$ cat config.mk
export PLATFORM = sky130hd
export DESIGN_NAME = dtt_ctrl
export DESIGN_NICKNAME = d
export VERILOG_FILES = /design/src/core/dtt_pkg.sv /design/src/core/dtt_hist_if.sv /design/src/core/dtt_ctrl.sv /design/src/core/dtt_hist.sv
export VERILOG_INCLUDE_DIRS = /design/src /design/src/core
export SDC_FILE = /design/constraint.sdc
export NUM_CORES = 1
export LEC_CHECK = 0
export BUFFER_PORTS_ARGS = -buffer_cell sky130_fd_sc_hd__buf_4
export CORE_MARGIN = 2
export CORE_UTILIZATION = 25
export DETAILED_ROUTE_END_ITERATION = 8
export SLEW_MARGIN = 15
export SYNTH_ARGS = -nofsm -noshare
export SYNTH_HDL_FRONTEND = slang
export SYNTH_SLANG_ARGS = --single-unit
export TNS_END_PERCENT = 5
$ cat constraint.sdc
create_clock -name ref_clk_i -period 19.1 [get_ports ref_clk_i]
set_input_delay 3.82 -clock ref_clk_i [delete_from_list [all_inputs] [get_ports ref_clk_i]]
set_output_delay 3.82 -clock ref_clk_i [all_outputs]
set_load 0.02 [all_outputs]
$ cat src/core/dtt_defs.svh
// Offsets, field positions, reset values and latency offsets
// Assumes inclusion by bare name from the termination control files
`ifndef DTT_DEFS_SVH
`define DTT_DEFS_SVH

`define DTT_ADDR_MR1 3'h0
`define DTT_ADDR_MR2 3'h1
`define DTT_ADDR_MR5 3'h2
`define DTT_ADDR_LAT 3'h3
`define DTT_ADDR_MODE 3'h4
`define DTT_ADDR_STAT 3'h5

`define DTT_NOM_HI 10
`define DTT_NOM_LO 8
`define DTT_WR_HI 11
`define DTT_WR_LO 9
`define DTT_DYN_A9 9
`define DTT_DYN_A10 10
`define DTT_PARK_HI 8
`define DTT_PARK_LO 6

`define DTT_CWL_HI 4
`define DTT_CWL_LO 0
`define DTT_AL_HI 9
`define DTT_AL_LO 5
`define DTT_PL_HI 13
`define DTT_PL_LO 10
`define DTT_CL_HI 4
`define DTT_CL_LO 0
`define DTT_PRE2 5
`define DTT_CRC 6
`define DTT_BURST_HI 8
`define DTT_BURST_LO 7
`define DTT_DLL 9

`define DTT_RST_MR 16'h0000
`define DTT_RST_LAT 16'h0009
`define DTT_RST_MODE 16'h020b

`define DTT_MIN_LAT 8'h01
`define DTT_SUB_PRE1 8'h02
`define DTT_SUB_PRE2 8'h03
`define DTT_RD_CHOP_PRE1 7'h04
`define DTT_RD_CHOP_PRE2 7'h05
`define DTT_RD_FULL_PRE1 7'h06
`define DTT_RD_FULL_PRE2 7'h07
`define DTT_WC_PRE1 7'h04
`define DTT_WC_PRE1_CRC 7'h07
`define DTT_WC_PRE2 7'h05
`define DTT_WC_PRE2_CRC 7'h08
`define DTT_WF_PRE1 7'h06
`define DTT_WF_PRE1_CRC 7'h07
`define DTT_WF_PRE2 7'h07
`define DTT_WF_PRE2_CRC 7'h08

`endif

$ cat src/core/dtt_pkg.sv
// Types of the termination timing control
// Assumes nothing beyond a SystemVerilog compiler
package dtt_pkg;
  typedef enum logic [1:0] {
    DTT_HIZ = 2'h0,
    DTT_PARK = 2'h1,
    DTT_NOM = 2'h3,
    DTT_WRITE = 2'h2
  } dtt_kind_t;
  typedef enum logic [1:0] {
    DTT_BL8_FIXED = 2'h0,
    DTT_BURST_OTF = 2'h1,
    DTT_BC4_FIXED = 2'h2,
    DTT_BURST_RSVD = 2'h3
  } dtt_burst_t;
endpackage

$ cat src/core/dtt_hist_if.sv
// Carrier between the controller and its history lines
// Assumes one sample bit in and one history vector back
interface dtt_hist_if #(parameter int DEPTH = 128);
  logic sample;
  logic [DEPTH-1:0] hist;
  modport src(output sample, input hist);
  modport line(input sample, output hist);
endinterface

$ cat src/core/dtt_ctrl.sv
// Termination timing control of a synchronous DRAM
// Assumes pin and commands registered on ref_clk_i rising edges
// Function
// Synchronous timing while loop is locked
// Nominal on after write-latency sum minus two/three
// Nominal off after same direct latency
// Read turns termination off after read latency; code turns it off at read latency minus two/three
// Fixed chop: park back after off plus 4/5
// Full or on-the-fly: park back plus 6/7
// Controller holds pin high minimum chop/full time
// Hold counted from first high or write
// Controller lengthens hold with CRC or long preamble
// No termination while driving read data
// Dynamic termination when A9 or A10 set
// Strengths from mode registers one, two, five
// Nominal by pin outside writes, park otherwise
// Write strength after write latency minus two/three
// Short preamble no CRC: release plus 4/6
// CRC or long preamble: longer release offsets
// No dynamic termination with loop off
// Controller writes zero field to disable dynamic
// Loop off: nominal follows pin without latency
// Loop off: park to nominal and back on samples
// Priority: disabled, write, nominal, park
// After write release: nominal if pin, else park
`include "dtt_defs.svh"
module dtt_ctrl #(
  parameter int HIST_DEPTH = 128
) (
  input wire logic ref_clk_i,
  input wire logic sys_rst_i,
  input wire logic die_termination_pin_i,
  input wire logic cmd_write_i,
  input wire logic cmd_read_i,
  input wire logic cmd_chop_i,
  input wire logic [2:0] reg_addr_i,
  input wire logic [15:0] reg_wdata_i,
  input wire logic reg_wr_i,
  input wire logic reg_rd_i,
  output logic [15:0] reg_rdata_o,
  output dtt_pkg::dtt_kind_t rtt_kind_o,
  output logic [2:0] rtt_code_o
);
  logic [15:0] mode_reg_one;
  logic [15:0] mode_reg_two;
  logic [15:0] mode_reg_five;
  logic [15:0] lat_cfg;
  logic [15:0] mode_cfg;
  logic [15:0] next_mode_reg_one;
  logic [15:0] next_mode_reg_two;
  logic [15:0] next_mode_reg_five;
  logic [15:0] next_lat_cfg;
  logic [15:0] next_mode_cfg;
  logic [15:0] next_reg_rdata;
  dtt_pkg::dtt_kind_t next_rtt_kind;
  logic [2:0] next_rtt_code;

  logic [2:0] nominal_termination;
  logic [2:0] write_code;
  logic [2:0] park_code;
  logic dyn_en;
  logic dll_on;
  logic pre2;
  logic crc_on;
  dtt_pkg::dtt_burst_t burst_mode;
  logic chop_fixed;
  logic chop_eff;
  logic [7:0] sub;
  logic [7:0] write_latency;
  logic [7:0] read_sum;
  logic [6:0] direct_term_on_delay;
  logic [6:0] read_term_off_delay;
  logic [6:0] read_park_restore;
  logic [6:0] write_strength_on_delay;
  logic [6:0] write_strength_off_chop;
  logic [6:0] write_strength_off_full;
  logic [6:0] wc_add;
  logic [6:0] wf_add;
  logic nom_req;
  logic rd_win;
  logic wr_win;

  dtt_hist_if #(.DEPTH(HIST_DEPTH)) hif[4] ();

  genvar g;
  generate
    for (g = 0; g < 4; g++) begin : g_line
      dtt_hist #(.DEPTH(HIST_DEPTH)) u_line (
        .ref_clk_i(ref_clk_i),
        .sys_rst_i(sys_rst_i),
        .lp(hif[g])
      );
    end
  endgenerate

  // Sum less offset, never below one cycle
  function automatic logic [6:0] dtt_lat(input logic [7:0] sum,
                                         input logic [7:0] off);
    logic [7:0] d;
    d = (sum > off) ? sum - off : `DTT_MIN_LAT;
    return d[6:0];
  endfunction

  // Any event lo..hi cycles back in a history line
  function automatic logic dtt_win(input logic [HIST_DEPTH-1:0] h,
                                   input logic [6:0] lo,
                                   input logic [6:0] hi);
    logic hit;
    hit = 1'b0;
    for (int i = 0; i < HIST_DEPTH; i++) begin
      if (i >= int'(lo) && i <= int'(hi)) begin
        hit = hit | h[i];
      end
    end
    return hit;
  endfunction

  assign nominal_termination = mode_reg_one[`DTT_NOM_HI:`DTT_NOM_LO];
  assign write_code = mode_reg_two[`DTT_WR_HI:`DTT_WR_LO];
  assign park_code = mode_reg_five[`DTT_PARK_HI:`DTT_PARK_LO];
  assign dyn_en = mode_reg_two[`DTT_DYN_A9] | mode_reg_two[`DTT_DYN_A10];
  assign dll_on = mode_cfg[`DTT_DLL];
  assign pre2 = mode_cfg[`DTT_PRE2];
  assign crc_on = mode_cfg[`DTT_CRC];
  assign burst_mode =
    dtt_pkg::dtt_burst_t'(mode_cfg[`DTT_BURST_HI:`DTT_BURST_LO]);
  assign chop_fixed = (burst_mode == dtt_pkg::DTT_BC4_FIXED);
  assign chop_eff = chop_fixed |
                    ((burst_mode != dtt_pkg::DTT_BL8_FIXED) & cmd_chop_i);

  // Pin, read, short write and full write history lines
  assign hif[0].sample = die_termination_pin_i;
  assign hif[1].sample = cmd_read_i;
  assign hif[2].sample = cmd_write_i & chop_eff;
  assign hif[3].sample = cmd_write_i & ~chop_eff;

  always_comb begin
    sub = pre2 ? `DTT_SUB_PRE2 : `DTT_SUB_PRE1;
    write_latency = {3'h0, lat_cfg[`DTT_CWL_HI:`DTT_CWL_LO]} +
                    {3'h0, lat_cfg[`DTT_AL_HI:`DTT_AL_LO]} +
                    {4'h0, lat_cfg[`DTT_PL_HI:`DTT_PL_LO]};
    read_sum = {3'h0, mode_cfg[`DTT_CL_HI:`DTT_CL_LO]} +
               {3'h0, lat_cfg[`DTT_AL_HI:`DTT_AL_LO]} +
               {4'h0, lat_cfg[`DTT_PL_HI:`DTT_PL_LO]};
    direct_term_on_delay = dtt_lat(write_latency, sub);
    read_term_off_delay = dtt_lat(read_sum, sub);
    if (chop_fixed) begin
      read_park_restore = read_term_off_delay +
        (pre2 ? `DTT_RD_CHOP_PRE2 : `DTT_RD_CHOP_PRE1);
    end else begin
      read_park_restore = read_term_off_delay +
        (pre2 ? `DTT_RD_FULL_PRE2 : `DTT_RD_FULL_PRE1);
    end
    write_strength_on_delay = dtt_lat(write_latency, sub);
    unique case ({pre2, crc_on})
      2'h0: begin
        wc_add = `DTT_WC_PRE1;
        wf_add = `DTT_WF_PRE1;
      end
      2'h1: begin
        wc_add = `DTT_WC_PRE1_CRC;
        wf_add = `DTT_WF_PRE1_CRC;
      end
      2'h2: begin
        wc_add = `DTT_WC_PRE2;
        wf_add = `DTT_WF_PRE2;
      end
      2'h3: begin
        wc_add = `DTT_WC_PRE2_CRC;
        wf_add = `DTT_WF_PRE2_CRC;
      end
    endcase
    write_strength_off_chop = write_strength_on_delay + wc_add;
    write_strength_off_full = write_strength_on_delay + wf_add;
  end

  // Requests seen by the next edge; index L-1 lands the change at L
  always_comb begin
    if (dll_on) begin

      nom_req = (nominal_termination != 3'h0) &
                hif[0].hist[direct_term_on_delay - 7'h01];
      rd_win = dtt_win(hif[1].hist, read_term_off_delay - 7'h01,
                       read_park_restore - 7'h02);
      wr_win = dyn_en &
               (dtt_win(hif[2].hist, write_strength_on_delay - 7'h01,
                        write_strength_off_chop - 7'h02) |
                dtt_win(hif[3].hist, write_strength_on_delay - 7'h01,
                        write_strength_off_full - 7'h02));
    end else begin
      // Read windows need the locked loop's latencies
      nom_req = (nominal_termination != 3'h0) & hif[0].hist[0];
      rd_win = 1'b0;
      wr_win = 1'b0;
    end
  end

  // Strength resolution; release of write falls through to pin state
  always_comb begin
    if (rd_win) begin
      next_rtt_kind = dtt_pkg::DTT_HIZ;
    end else if (wr_win) begin
      next_rtt_kind = dtt_pkg::DTT_WRITE;
    end else if (nom_req) begin
      next_rtt_kind = dtt_pkg::DTT_NOM;
    end else if (park_code != 3'h0) begin
      next_rtt_kind = dtt_pkg::DTT_PARK;
    end else begin
      next_rtt_kind = dtt_pkg::DTT_HIZ;
    end
    unique case (next_rtt_kind)
      dtt_pkg::DTT_HIZ: next_rtt_code = 3'h0;
      dtt_pkg::DTT_PARK: next_rtt_code = park_code;
      dtt_pkg::DTT_NOM: next_rtt_code = nominal_termination;
      dtt_pkg::DTT_WRITE: next_rtt_code = write_code;
    endcase
  end

  // Register file
  always_comb begin
    next_mode_reg_one = mode_reg_one;
    next_mode_reg_two = mode_reg_two;
    next_mode_reg_five = mode_reg_five;
    next_lat_cfg = lat_cfg;
    next_mode_cfg = mode_cfg;
    next_reg_rdata = 16'h0000;
    if (reg_wr_i) begin
      unique case (reg_addr_i)
        `DTT_ADDR_MR1: next_mode_reg_one = reg_wdata_i;
        `DTT_ADDR_MR2: next_mode_reg_two = reg_wdata_i;
        `DTT_ADDR_MR5: next_mode_reg_five = reg_wdata_i;
        `DTT_ADDR_LAT: next_lat_cfg = {2'h0, reg_wdata_i[13:0]};
        `DTT_ADDR_MODE: next_mode_cfg = {6'h00, reg_wdata_i[9:0]};
        default: next_mode_cfg = mode_cfg;
      endcase
    end
    if (reg_rd_i) begin
      unique case (reg_addr_i)
        `DTT_ADDR_MR1: next_reg_rdata = mode_reg_one;
        `DTT_ADDR_MR2: next_reg_rdata = mode_reg_two;
        `DTT_ADDR_MR5: next_reg_rdata = mode_reg_five;
        `DTT_ADDR_LAT: next_reg_rdata = lat_cfg;
        `DTT_ADDR_MODE: next_reg_rdata = mode_cfg;
        `DTT_ADDR_STAT: next_reg_rdata = {9'h000, wr_win, rd_win,
                                          rtt_code_o, rtt_kind_o};
        default: next_reg_rdata = 16'h0000;
      endcase
    end
  end

  always_ff @(posedge ref_clk_i or posedge sys_rst_i) begin
    if (sys_rst_i) begin
      mode_reg_one <= `DTT_RST_MR;
      mode_reg_two <= `DTT_RST_MR;
      mode_reg_five <= `DTT_RST_MR;
      lat_cfg <= `DTT_RST_LAT;
      mode_cfg <= `DTT_RST_MODE;
      reg_rdata_o <= 16'h0000;
      rtt_kind_o <= dtt_pkg::DTT_HIZ;
      rtt_code_o <= 3'h0;
    end else begin
      mode_reg_one <= next_mode_reg_one;
      mode_reg_two <= next_mode_reg_two;
      mode_reg_five <= next_mode_reg_five;
      lat_cfg <= next_lat_cfg;
      mode_cfg <= next_mode_cfg;
      reg_rdata_o <= next_reg_rdata;
      rtt_kind_o <= next_rtt_kind;
      rtt_code_o <= next_rtt_code;
    end
  end

  // Helper counts of registered pin level, cleared by config writes
  logic [7:0] hi_cnt;
  logic [7:0] lo_cnt;
  logic [7:0] next_hi_cnt;
  logic [7:0] next_lo_cnt;

  always_comb begin
    next_hi_cnt = 8'h00;
    next_lo_cnt = 8'h00;
    if (!reg_wr_i && die_termination_pin_i) begin
      next_hi_cnt = (hi_cnt == 8'hff) ? hi_cnt : hi_cnt + 8'h01;
    end
    if (!reg_wr_i && !die_termination_pin_i) begin
      next_lo_cnt = (lo_cnt == 8'hff) ? lo_cnt : lo_cnt + 8'h01;
    end
  end

  always_ff @(posedge ref_clk_i or posedge sys_rst_i) begin
    if (sys_rst_i) begin
      hi_cnt <= 8'h00;
      lo_cnt <= 8'h00;
    end else begin
      hi_cnt <= next_hi_cnt;
      lo_cnt <= next_lo_cnt;
    end
  end

  AST_SYNC_ON: assert property (@(posedge ref_clk_i) disable iff (sys_rst_i)
    (dll_on && nominal_termination != 3'h0 && !rd_win && !wr_win &&
     hi_cnt >= {1'b0, direct_term_on_delay})
    |=> rtt_kind_o == dtt_pkg::DTT_NOM)
    else $error("nominal not on after direct latency");

  AST_SYNC_OFF: assert property (@(posedge ref_clk_i) disable iff (sys_rst_i)
    (dll_on && !rd_win && !wr_win &&
     lo_cnt >= {1'b0, direct_term_on_delay})
    |=> rtt_kind_o != dtt_pkg::DTT_NOM)
    else $error("nominal not off after direct latency");

  AST_READ_HIZ: assert property (@(posedge ref_clk_i) disable iff (sys_rst_i)
    (dll_on && hif[1].hist[read_term_off_delay - 7'h01])
    |=> rtt_kind_o == dtt_pkg::DTT_HIZ && rtt_code_o == 3'h0)
    else $error("termination on while read drives");

  AST_PARK_BACK: assert property (@(posedge ref_clk_i) disable iff (sys_rst_i)
    ($fell(rd_win) && !wr_win && !nom_req && park_code != 3'h0 &&
     !$past(reg_wr_i))
    |=> rtt_kind_o == dtt_pkg::DTT_PARK)
    else $error("park not restored after read");

  AST_WRITE_ON: assert property (@(posedge ref_clk_i) disable iff (sys_rst_i)
    (dll_on && dyn_en && !rd_win &&
     hif[3].hist[write_strength_on_delay - 7'h01])
    |=> rtt_kind_o == dtt_pkg::DTT_WRITE && rtt_code_o == $past(write_code))
    else $error("write strength not selected");

  AST_WRITE_REL: assert property (@(posedge ref_clk_i) disable iff (sys_rst_i)
    ($fell(wr_win) && !rd_win && nom_req)
    |=> rtt_kind_o == dtt_pkg::DTT_NOM)
    else $error("write strength not released to nominal");

  AST_DLL_OFF_NO_WR: assert property (@(posedge ref_clk_i) disable iff (sys_rst_i)
    (!dll_on)[*2] |-> rtt_kind_o != dtt_pkg::DTT_WRITE)
    else $error("write strength with loop off");

  AST_ASYNC_NOM: assert property (@(posedge ref_clk_i) disable iff (sys_rst_i)
    (!dll_on && die_termination_pin_i && nominal_termination != 3'h0 &&
     !reg_wr_i)[*2]
    |=> rtt_kind_o == dtt_pkg::DTT_NOM)
    else $error("async nominal late");

  AST_ASYNC_PARK: assert property (@(posedge ref_clk_i) disable iff (sys_rst_i)
    (!dll_on && !die_termination_pin_i && park_code != 3'h0 &&
     !reg_wr_i)[*2]
    |=> rtt_kind_o == dtt_pkg::DTT_PARK)
    else $error("async park late");

  AST_DYN_CODE: assert property (@(posedge ref_clk_i) disable iff (sys_rst_i)
    rtt_kind_o == dtt_pkg::DTT_WRITE |-> $past(dyn_en) && rtt_code_o != 3'h0)
    else $error("write strength without dynamic enable");

  AST_NOM_CODE: assert property (@(posedge ref_clk_i) disable iff (sys_rst_i)
    rtt_kind_o == dtt_pkg::DTT_NOM |-> rtt_code_o == $past(nominal_termination))
    else $error("nominal code mismatch");

  COV_WRITE: cover property (@(posedge ref_clk_i) disable iff (sys_rst_i)
    rtt_kind_o == dtt_pkg::DTT_NOM ##1 rtt_kind_o == dtt_pkg::DTT_WRITE);
  COV_READ: cover property (@(posedge ref_clk_i) disable iff (sys_rst_i)
    rtt_kind_o == dtt_pkg::DTT_HIZ ##1 rtt_kind_o == dtt_pkg::DTT_PARK);
  COV_ASYNC: cover property (@(posedge ref_clk_i) disable iff (sys_rst_i)
    !dll_on && rtt_kind_o == dtt_pkg::DTT_NOM);
endmodule // dtt_ctrl

$ cat src/core/dtt_hist.sv
// History line: one shift stage per clock for latency lookup
// Assumes the sample is synchronous to ref_clk_i
module dtt_hist #(
  parameter int DEPTH = 128
) (
  input wire logic ref_clk_i,
  input wire logic sys_rst_i,
  dtt_hist_if.line lp
);
  logic [DEPTH-1:0] next_hist;

  always_comb begin
    next_hist = {lp.hist[DEPTH-2:0], lp.sample};
  end

  always_ff @(posedge ref_clk_i or posedge sys_rst_i) begin
    if (sys_rst_i) begin
      lp.hist <= '0;
    end else begin
      lp.hist <= next_hist;
    end
  end
endmodule // dtt_hist

-- Word-level counts from Yosys, hierarchy flattened
Cells that the tools add are included.
- add/subtract/negate cells: 15
- $mul: 0
- div/mod/pow operators: 0
- $lt $le $gt $ge: 638
- equality and inequality tests: 12
- shift operators: 0
- muxes and demuxes: 787
- bitwise operators: 391
- reductions and logical operators: 390
- operators with widths (cell ; count):
    7-bit less-or-equal comparator, first input constant ; 192
    7-bit greater-or-equal comparator, first input constant ; 126
    1-bit 2-to-1 mux ; 775
    6-bit by 7-bit less-or-equal comparator with 1-bit output, first input constant ; 96
    6-bit by 7-bit greater-or-equal comparator with 1-bit output, first input constant ; 64
    1-bit bitwise OR ; 384
    1-bit logical AND ; 378
    5-bit by 7-bit less-or-equal comparator with 1-bit output, first input constant ; 48
    5-bit by 7-bit greater-or-equal comparator with 1-bit output, first input constant ; 32
    4-bit by 7-bit less-or-equal comparator with 1-bit output, first input constant ; 24
    4-bit by 7-bit greater-or-equal comparator with 1-bit output, first input constant ; 16
    16-bit one-hot mux with 6 select lines ; 1
    3-bit by 7-bit less-or-equal comparator with 1-bit output, first input constant ; 12
    3-bit by 7-bit greater-or-equal comparator with 1-bit output, first input constant ; 8
    2-bit by 7-bit less-or-equal comparator with 1-bit output, first input constant ; 6
    1-bit by 7-bit greater-or-equal comparator with 1-bit output, first input constant ; 4
    2-bit by 7-bit greater-or-equal comparator with 1-bit output, first input constant ; 4
    7-bit one-hot mux with 4 select lines ; 1
    1-bit by 7-bit less-or-equal comparator with 1-bit output, first input constant ; 3
    7-bit 2-to-1 mux ; 3
    7-bit one-hot mux with 3 select lines ; 1
    7-bit by 2-bit subtractor with 7-bit output, second input constant ; 3
    16-bit 2-to-1 mux ; 1
    6-bit by 4-bit adder with 7-bit output ; 2
    other kinds (23) ; 49
- register bits after elaboration: 605
- bits in latches: 0
- memory bits (writable): 0
- bits in read-only memories: 0
- word-level logic and storage cells: 2245
- memories: 0

-- Longest topological paths before layout
- word-level depth: 396
- mapped depth: 33

-- By module
A second synthesis with hierarchy kept.
- cells, all modules: 3084
- area, all modules: 31037.3 sq um
- by module, submodules not included (module ; instances ; cells each ; area an instance (sq um)):
    dtt_ctrl ; 1 ; 2568 ; 18210.0
    dtt_hist ; 4 ; 129 ; 3206.8

-- Worst setup path after synthesis
Ideal clock, no wire load.
- path kind: register -> register
- start point: register lat_cfg[1]
- end point: register rtt_code_o[0]
- setup time: 0.151 ns
- arrival time: 7.207 ns
- data required time: 18.949 ns
- path slack: 11.742 ns
- stages on the path, launching flop included: 31
- period minus slack after synthesis: 7.358 ns
- cell sequence: dfrtp_1 > fa_1 > ha_1 > inv_1 > fa_1 > xor2_4 > nand4b_1 > o21ai_1 > nand3_1 > clkbuf_1 > buf_1 > nand2_1 > ha_1 > inv_1 > ha_1 > inv_1 > fa_1 > nand2b_1 > a21oi_1 > xor2_1 > nand2_1 > clkbuf_1 > o31ai_1 > o22ai_1 > mux2_2 > o21bai_1 > a2111oi_0 > o21ai_0 > nor4_4 > a21o_1 > a221oi_1
- cells in the longest elaborated chain, start to end: 396
- elaborated cells between the ends (all ways): 1424
- those cells by class: 8 x add/sub; 382 x order compare; 3 x eq/ne; 521 x mux; 257 x bitwise; 253 x reduce/logical
- RTL lines (element ; line ; text):
    start, declared ; dtt_ctrl.sv:47 ; logic [15:0] lat_cfg;
    start signal, assigned ; dtt_ctrl.sv:256 ; lat_cfg <= `DTT_RST_LAT;
    start signal, assigned ; dtt_ctrl.sv:265 ; lat_cfg <= next_lat_cfg;
    5-bit by 5-bit adder with 6-bit output (*) ; dtt_ctrl.sv:139 ; write_latency = {3'h0, lat_cfg[`DTT_CWL_HI:`DTT_CWL_LO]} +
    6-bit by 4-bit adder with 7-bit output (*) ; dtt_ctrl.sv:139 ;
    7-bit by 2-bit subtractor with 7-bit output or 7-bit by 2-bit greater-than comparator with 1-bit output (tied branches) ; dtt_ctrl.sv:100 ; d = (sum > off) ? sum - off : `DTT_MIN_LAT;
    7-bit 2-to-1 mux (no source line) (*) ; - ;
    branches (longest 388 deep; another with 7-bit adder) ; - ;
    2-bit 2-to-1 mux (*) ; dtt_ctrl.sv:202 ; end else if (wr_win) begin
    2-bit 2-to-1 mux (*) ; dtt_ctrl.sv:200 ; if (rd_win) begin
    2-bit == test (tied with other cells) ; dtt_ctrl.sv:211 ; unique case (next_rtt_kind)
    3-bit one-hot mux with 4 select lines (*) ; dtt_ctrl.sv:211 ;
    named net next_rtt_code[0] ; dtt_ctrl.sv:56 ; logic [2:0] next_rtt_code;
    end signal, assigned ; dtt_ctrl.sv:269 ; rtt_code_o <= next_rtt_code;
    end, declared ; dtt_ctrl.sv:42 ; output logic [2:0] rtt_code_o
Mark *: on every way through the listed nets, which the timed path passes. The select of a mux whose other input is x is not followed.
A chain may end at the register's enable or synchronous reset.

-- Final worst setup path
- start point: register lat_cfg[1]
- end point: register rtt_code_o[1]
The elaborated chain is that of the path after synthesis.

==> results.json <==
{
  "final_util_pct": 29.4,
  "layout_common_cells": "599 x dfrtp_1, 245 x nand2_1, 215 x o21ai_0",
  "relSlewSlack_pct": 12.3,
  "gr-total-overflow": 0,
  "num_rows": 127,
  "slowest_delay_ps": 1140,
  "fin_skew_ps": 37.8,
  "synth_seq_cells": 605,
  "netlist-cell-type-count": 106,
  "period_needed_ps": 9640,
  "crit_path_start_kind": "register",
  "tritoncts": "built",
  "r2r-start": "lat_cfg[1]",
  "r2r_setup_slack_ps": 9460,
  "portBuffers": 47,
  "syn_inst": 2931,
  "drt-total-wl_um": 154000,
  "post_drt_via_cell_ratio": 6.01,
  "fin_cells": 4644,
  "cts_htree_levels": 3,
  "tightest_slew_ps": 1300,
  "drive_gt1_share_pct": 15.6,
  "grt_pass1_vias": 26700,
  "hold_buffers": 0,
  "ys.flop_type": "dfrtp_1",
  "slowest_stage": "o31ai_1",
  "endpoint_kind": "register",
  "finalMaxSlewViolations": 0,
  "synth_edf_count": 0,
  "clock_sinks": 605,
  "final_common_cell": "dfrtp_1",
  "r2r.worst_path.cells": 30,
  "place.detailed.hpwl_um": 114000,
  "setup-tns-final_ps": 0,
  "avgRoutedWirePerCell_um": 33.2,
  "start_util_pct": 25.3,
  "antenna_found_initial": 13,
  "cp-endpoint": "rtt_code_o[1]",
  "drc": 0,
  "crit_arrival_ps": 10130,
  "areaGrowthSynthToFinish_pct": 16.3,
  "dp.cells": 4520,
  "final_hold_viol_count": 0,
  "numCtsBuffers": 66,
  "clock_latency_ps": 690,
  "dieArea_mm2": 0.124,
  "core-area_mm2": 0.120,
  "maxCapViolations": 0,
  "period_share_pct": 50.4,
  "yosysSeqAreaShare_pct": 49.9,
  "final_nets": 3058,
  "hold_class": "reg -> reg",
  "rsz0062_at_grt": "false",
  "syn-num-nets": 3013,
  "cts_resized": 0,
  "critical_path_class": "reg -> reg",
  "die_y_um": 353,
  "gr-usage-all-layers_pct": 24.2,
  "first_iter_violations": 4400,
  "grt_max_degree": 184,
  "synth_warnings": 0,
  "status": "completed",
  "boundaryPins": 48,
  "fmax_mhz": 104,
  "synth-async-reset-ratio_pct": 100,
  "cts-root-buf": "clkbuf_16",
  "gp_congestion": 1.08,
  "clk_pin_slew_ps": 70,
  "grt_pass1_wl_um": 215000,
  "setup_viol": 0,
  "clockBufferDepth": 3,
  "first_pass_iters": 8,
  "required_ps": 19590,
  "fp.dieW_um": 353,
  "crit-reg2reg-capture": "rtt_code_o[1]",
  "synthesis.area_mm2": 0.0304,
  "avgSynthCellArea_um2": 10.4,
  "crit_start": "lat_cfg[1]",
  "crit_fanout": 27,
  "num_vias": 27900,
  "ant_nets": 0,
  "post_cts_buffers": 0,
  "hold_slack_ps": 352
}
routing by layer:
metal | GRT usage [%] | vias up | share of wire (%)
met3 | 5.94 | 476 | 11
met1 | 32.6 | 14100 | 41
met5 | 0 | - | 0.035
met4 | 13.7 | 8 | 6.6
li1 | - | 11300 | -
met2 | 35.1 | 2014 | 42
Yosys cell counts (10+ instances only):
master / n / area share, %
a211oi_1: 25 / 0.62
mux2_2: 77 / 2.9
buf_2: 37 / 0.61
a21o_1: 14 / 0.35
mux4_2: 36 / 2.7
clkbuf_1: 123 / 1.5
o2111ai_1: 37 / 1.1
nor2_1: 178 / 2.2
o22ai_1: 53 / 1.1
o32ai_1: 13 / 0.37
nand3_1: 128 / 2.1
nor2b_1: 18 / 0.37
nand4_1: 57 / 1.2
xor2_1: 10 / 0.29
and2_1: 23 / 0.47
a21oi_1: 168 / 2.8
a311oi_1: 15 / 0.43
o211a_1: 13 / 0.43
o311ai_0: 10 / 0.29
nor4_1: 19 / 0.39
buf_1: 14 / 0.17
ha_1: 42 / 1.7
mux2i_1: 27 / 0.89
nand2_1: 245 / 3.0
or2_2: 12 / 0.25
a31oi_1: 55 / 1.1
xnor2_1: 18 / 0.52
o221ai_1: 20 / 0.58
inv_1: 70 / 0.86
o21ai_0: 216 / 3.6
nand2b_1: 22 / 0.45
a221oi_1: 16 / 0.46
o31ai_1: 35 / 0.86
o31a_1: 15 / 0.43
dfrtp_1: 599 / 49
fa_1: 13 / 0.86
nor3_1: 57 / 0.94
a32oi_1: 33 / 0.95
and3_1: 22 / 0.45
a22oi_1: 29 / 0.72
o211ai_1: 62 / 1.5
a21boi_0: 11 / 0.27
o21a_1: 19 / 0.47
or3_1: 12 / 0.25
state kept, by name, indices dropped and copies added, names as in the netlist:
signal and flops:
g_line.u_line.lp.hist 512, rtt_kind_o 2, reg_rdata_o 16, rtt_code_o 3, mode_cfg 10, mode_reg_five 16
mode_reg_one 16, lat_cfg 14, mode_reg_two 16
logic make-up (layout without fill, tap and decap cells):
kind of cell	after synthesis	after routing	share of synthesized area, %
AO/OA/AOI/OAI	988	988	22.5
XOR/XNOR	39	39	1.57
adder cells (fa/ha/maj)	56	56	2.62
buffers and inverters	251	347	3.33
flip-flops	605	605	49.9
multiplexers	140	140	6.41
other	0	5	0
AND/OR/NAND/NOR	852	852	13.8
worst max-delay path, delay by kind of cell, from the launching register on:
family          cells  cell delay, ps
flops               1             410
simple gates        9            2230
buf+inv             5             800
compound gates      7            2970
fa+ha+maj           6            2100
xor+xnor            2             510
mux                 1             350
how the worst min path moves through the flow:
stage | to | slack [ps] | cells past startpoint | start
final | g_line[2].u_line.lp.hist[6] | 350 | 0 | g_line[2].u_line.lp.hist[5]
after CTS | g_line[2].u_line.lp.hist[6] | 360 | 0 | g_line[2].u_line.lp.hist[5]
after global routing | g_line[0].u_line.lp.hist[53] | 370 | 0 | g_line[0].u_line.lp.hist[52]
after global placement | g_line[0].u_line.lp.hist[83] | 350 | 0 | g_line[0].u_line.lp.hist[82]
after detailed placement | g_line[2].u_line.lp.hist[79] | 360 | 0 | g_line[2].u_line.lp.hist[78]
after floorplan | g_line[3].u_line.lp.hist[63] | 350 | 0 | g_line[3].u_line.lp.hist[62]
per-stage QoR:
step	setup WS, ps	cell area [um^2]
finish	9460	35300
CTS	9670	35300
detailed placement	9700	33000
global placement	9530	33000
floorplan	7030	30400
global route	9180	35300
final cells by class:
type	instances	area, um^2
sequential	605	15100
clock inverter	34	457
clock buffer	85	1850
fill	12500	84900
tap	1612	2020
timing repair buffer	156	1200
multi-input combinational	2075	14400
antenna	5	12.5
inverter	72	274
Power is not shown: default switching activity piles up to over one toggle a cycle in this logic, so the estimate is an artifact.
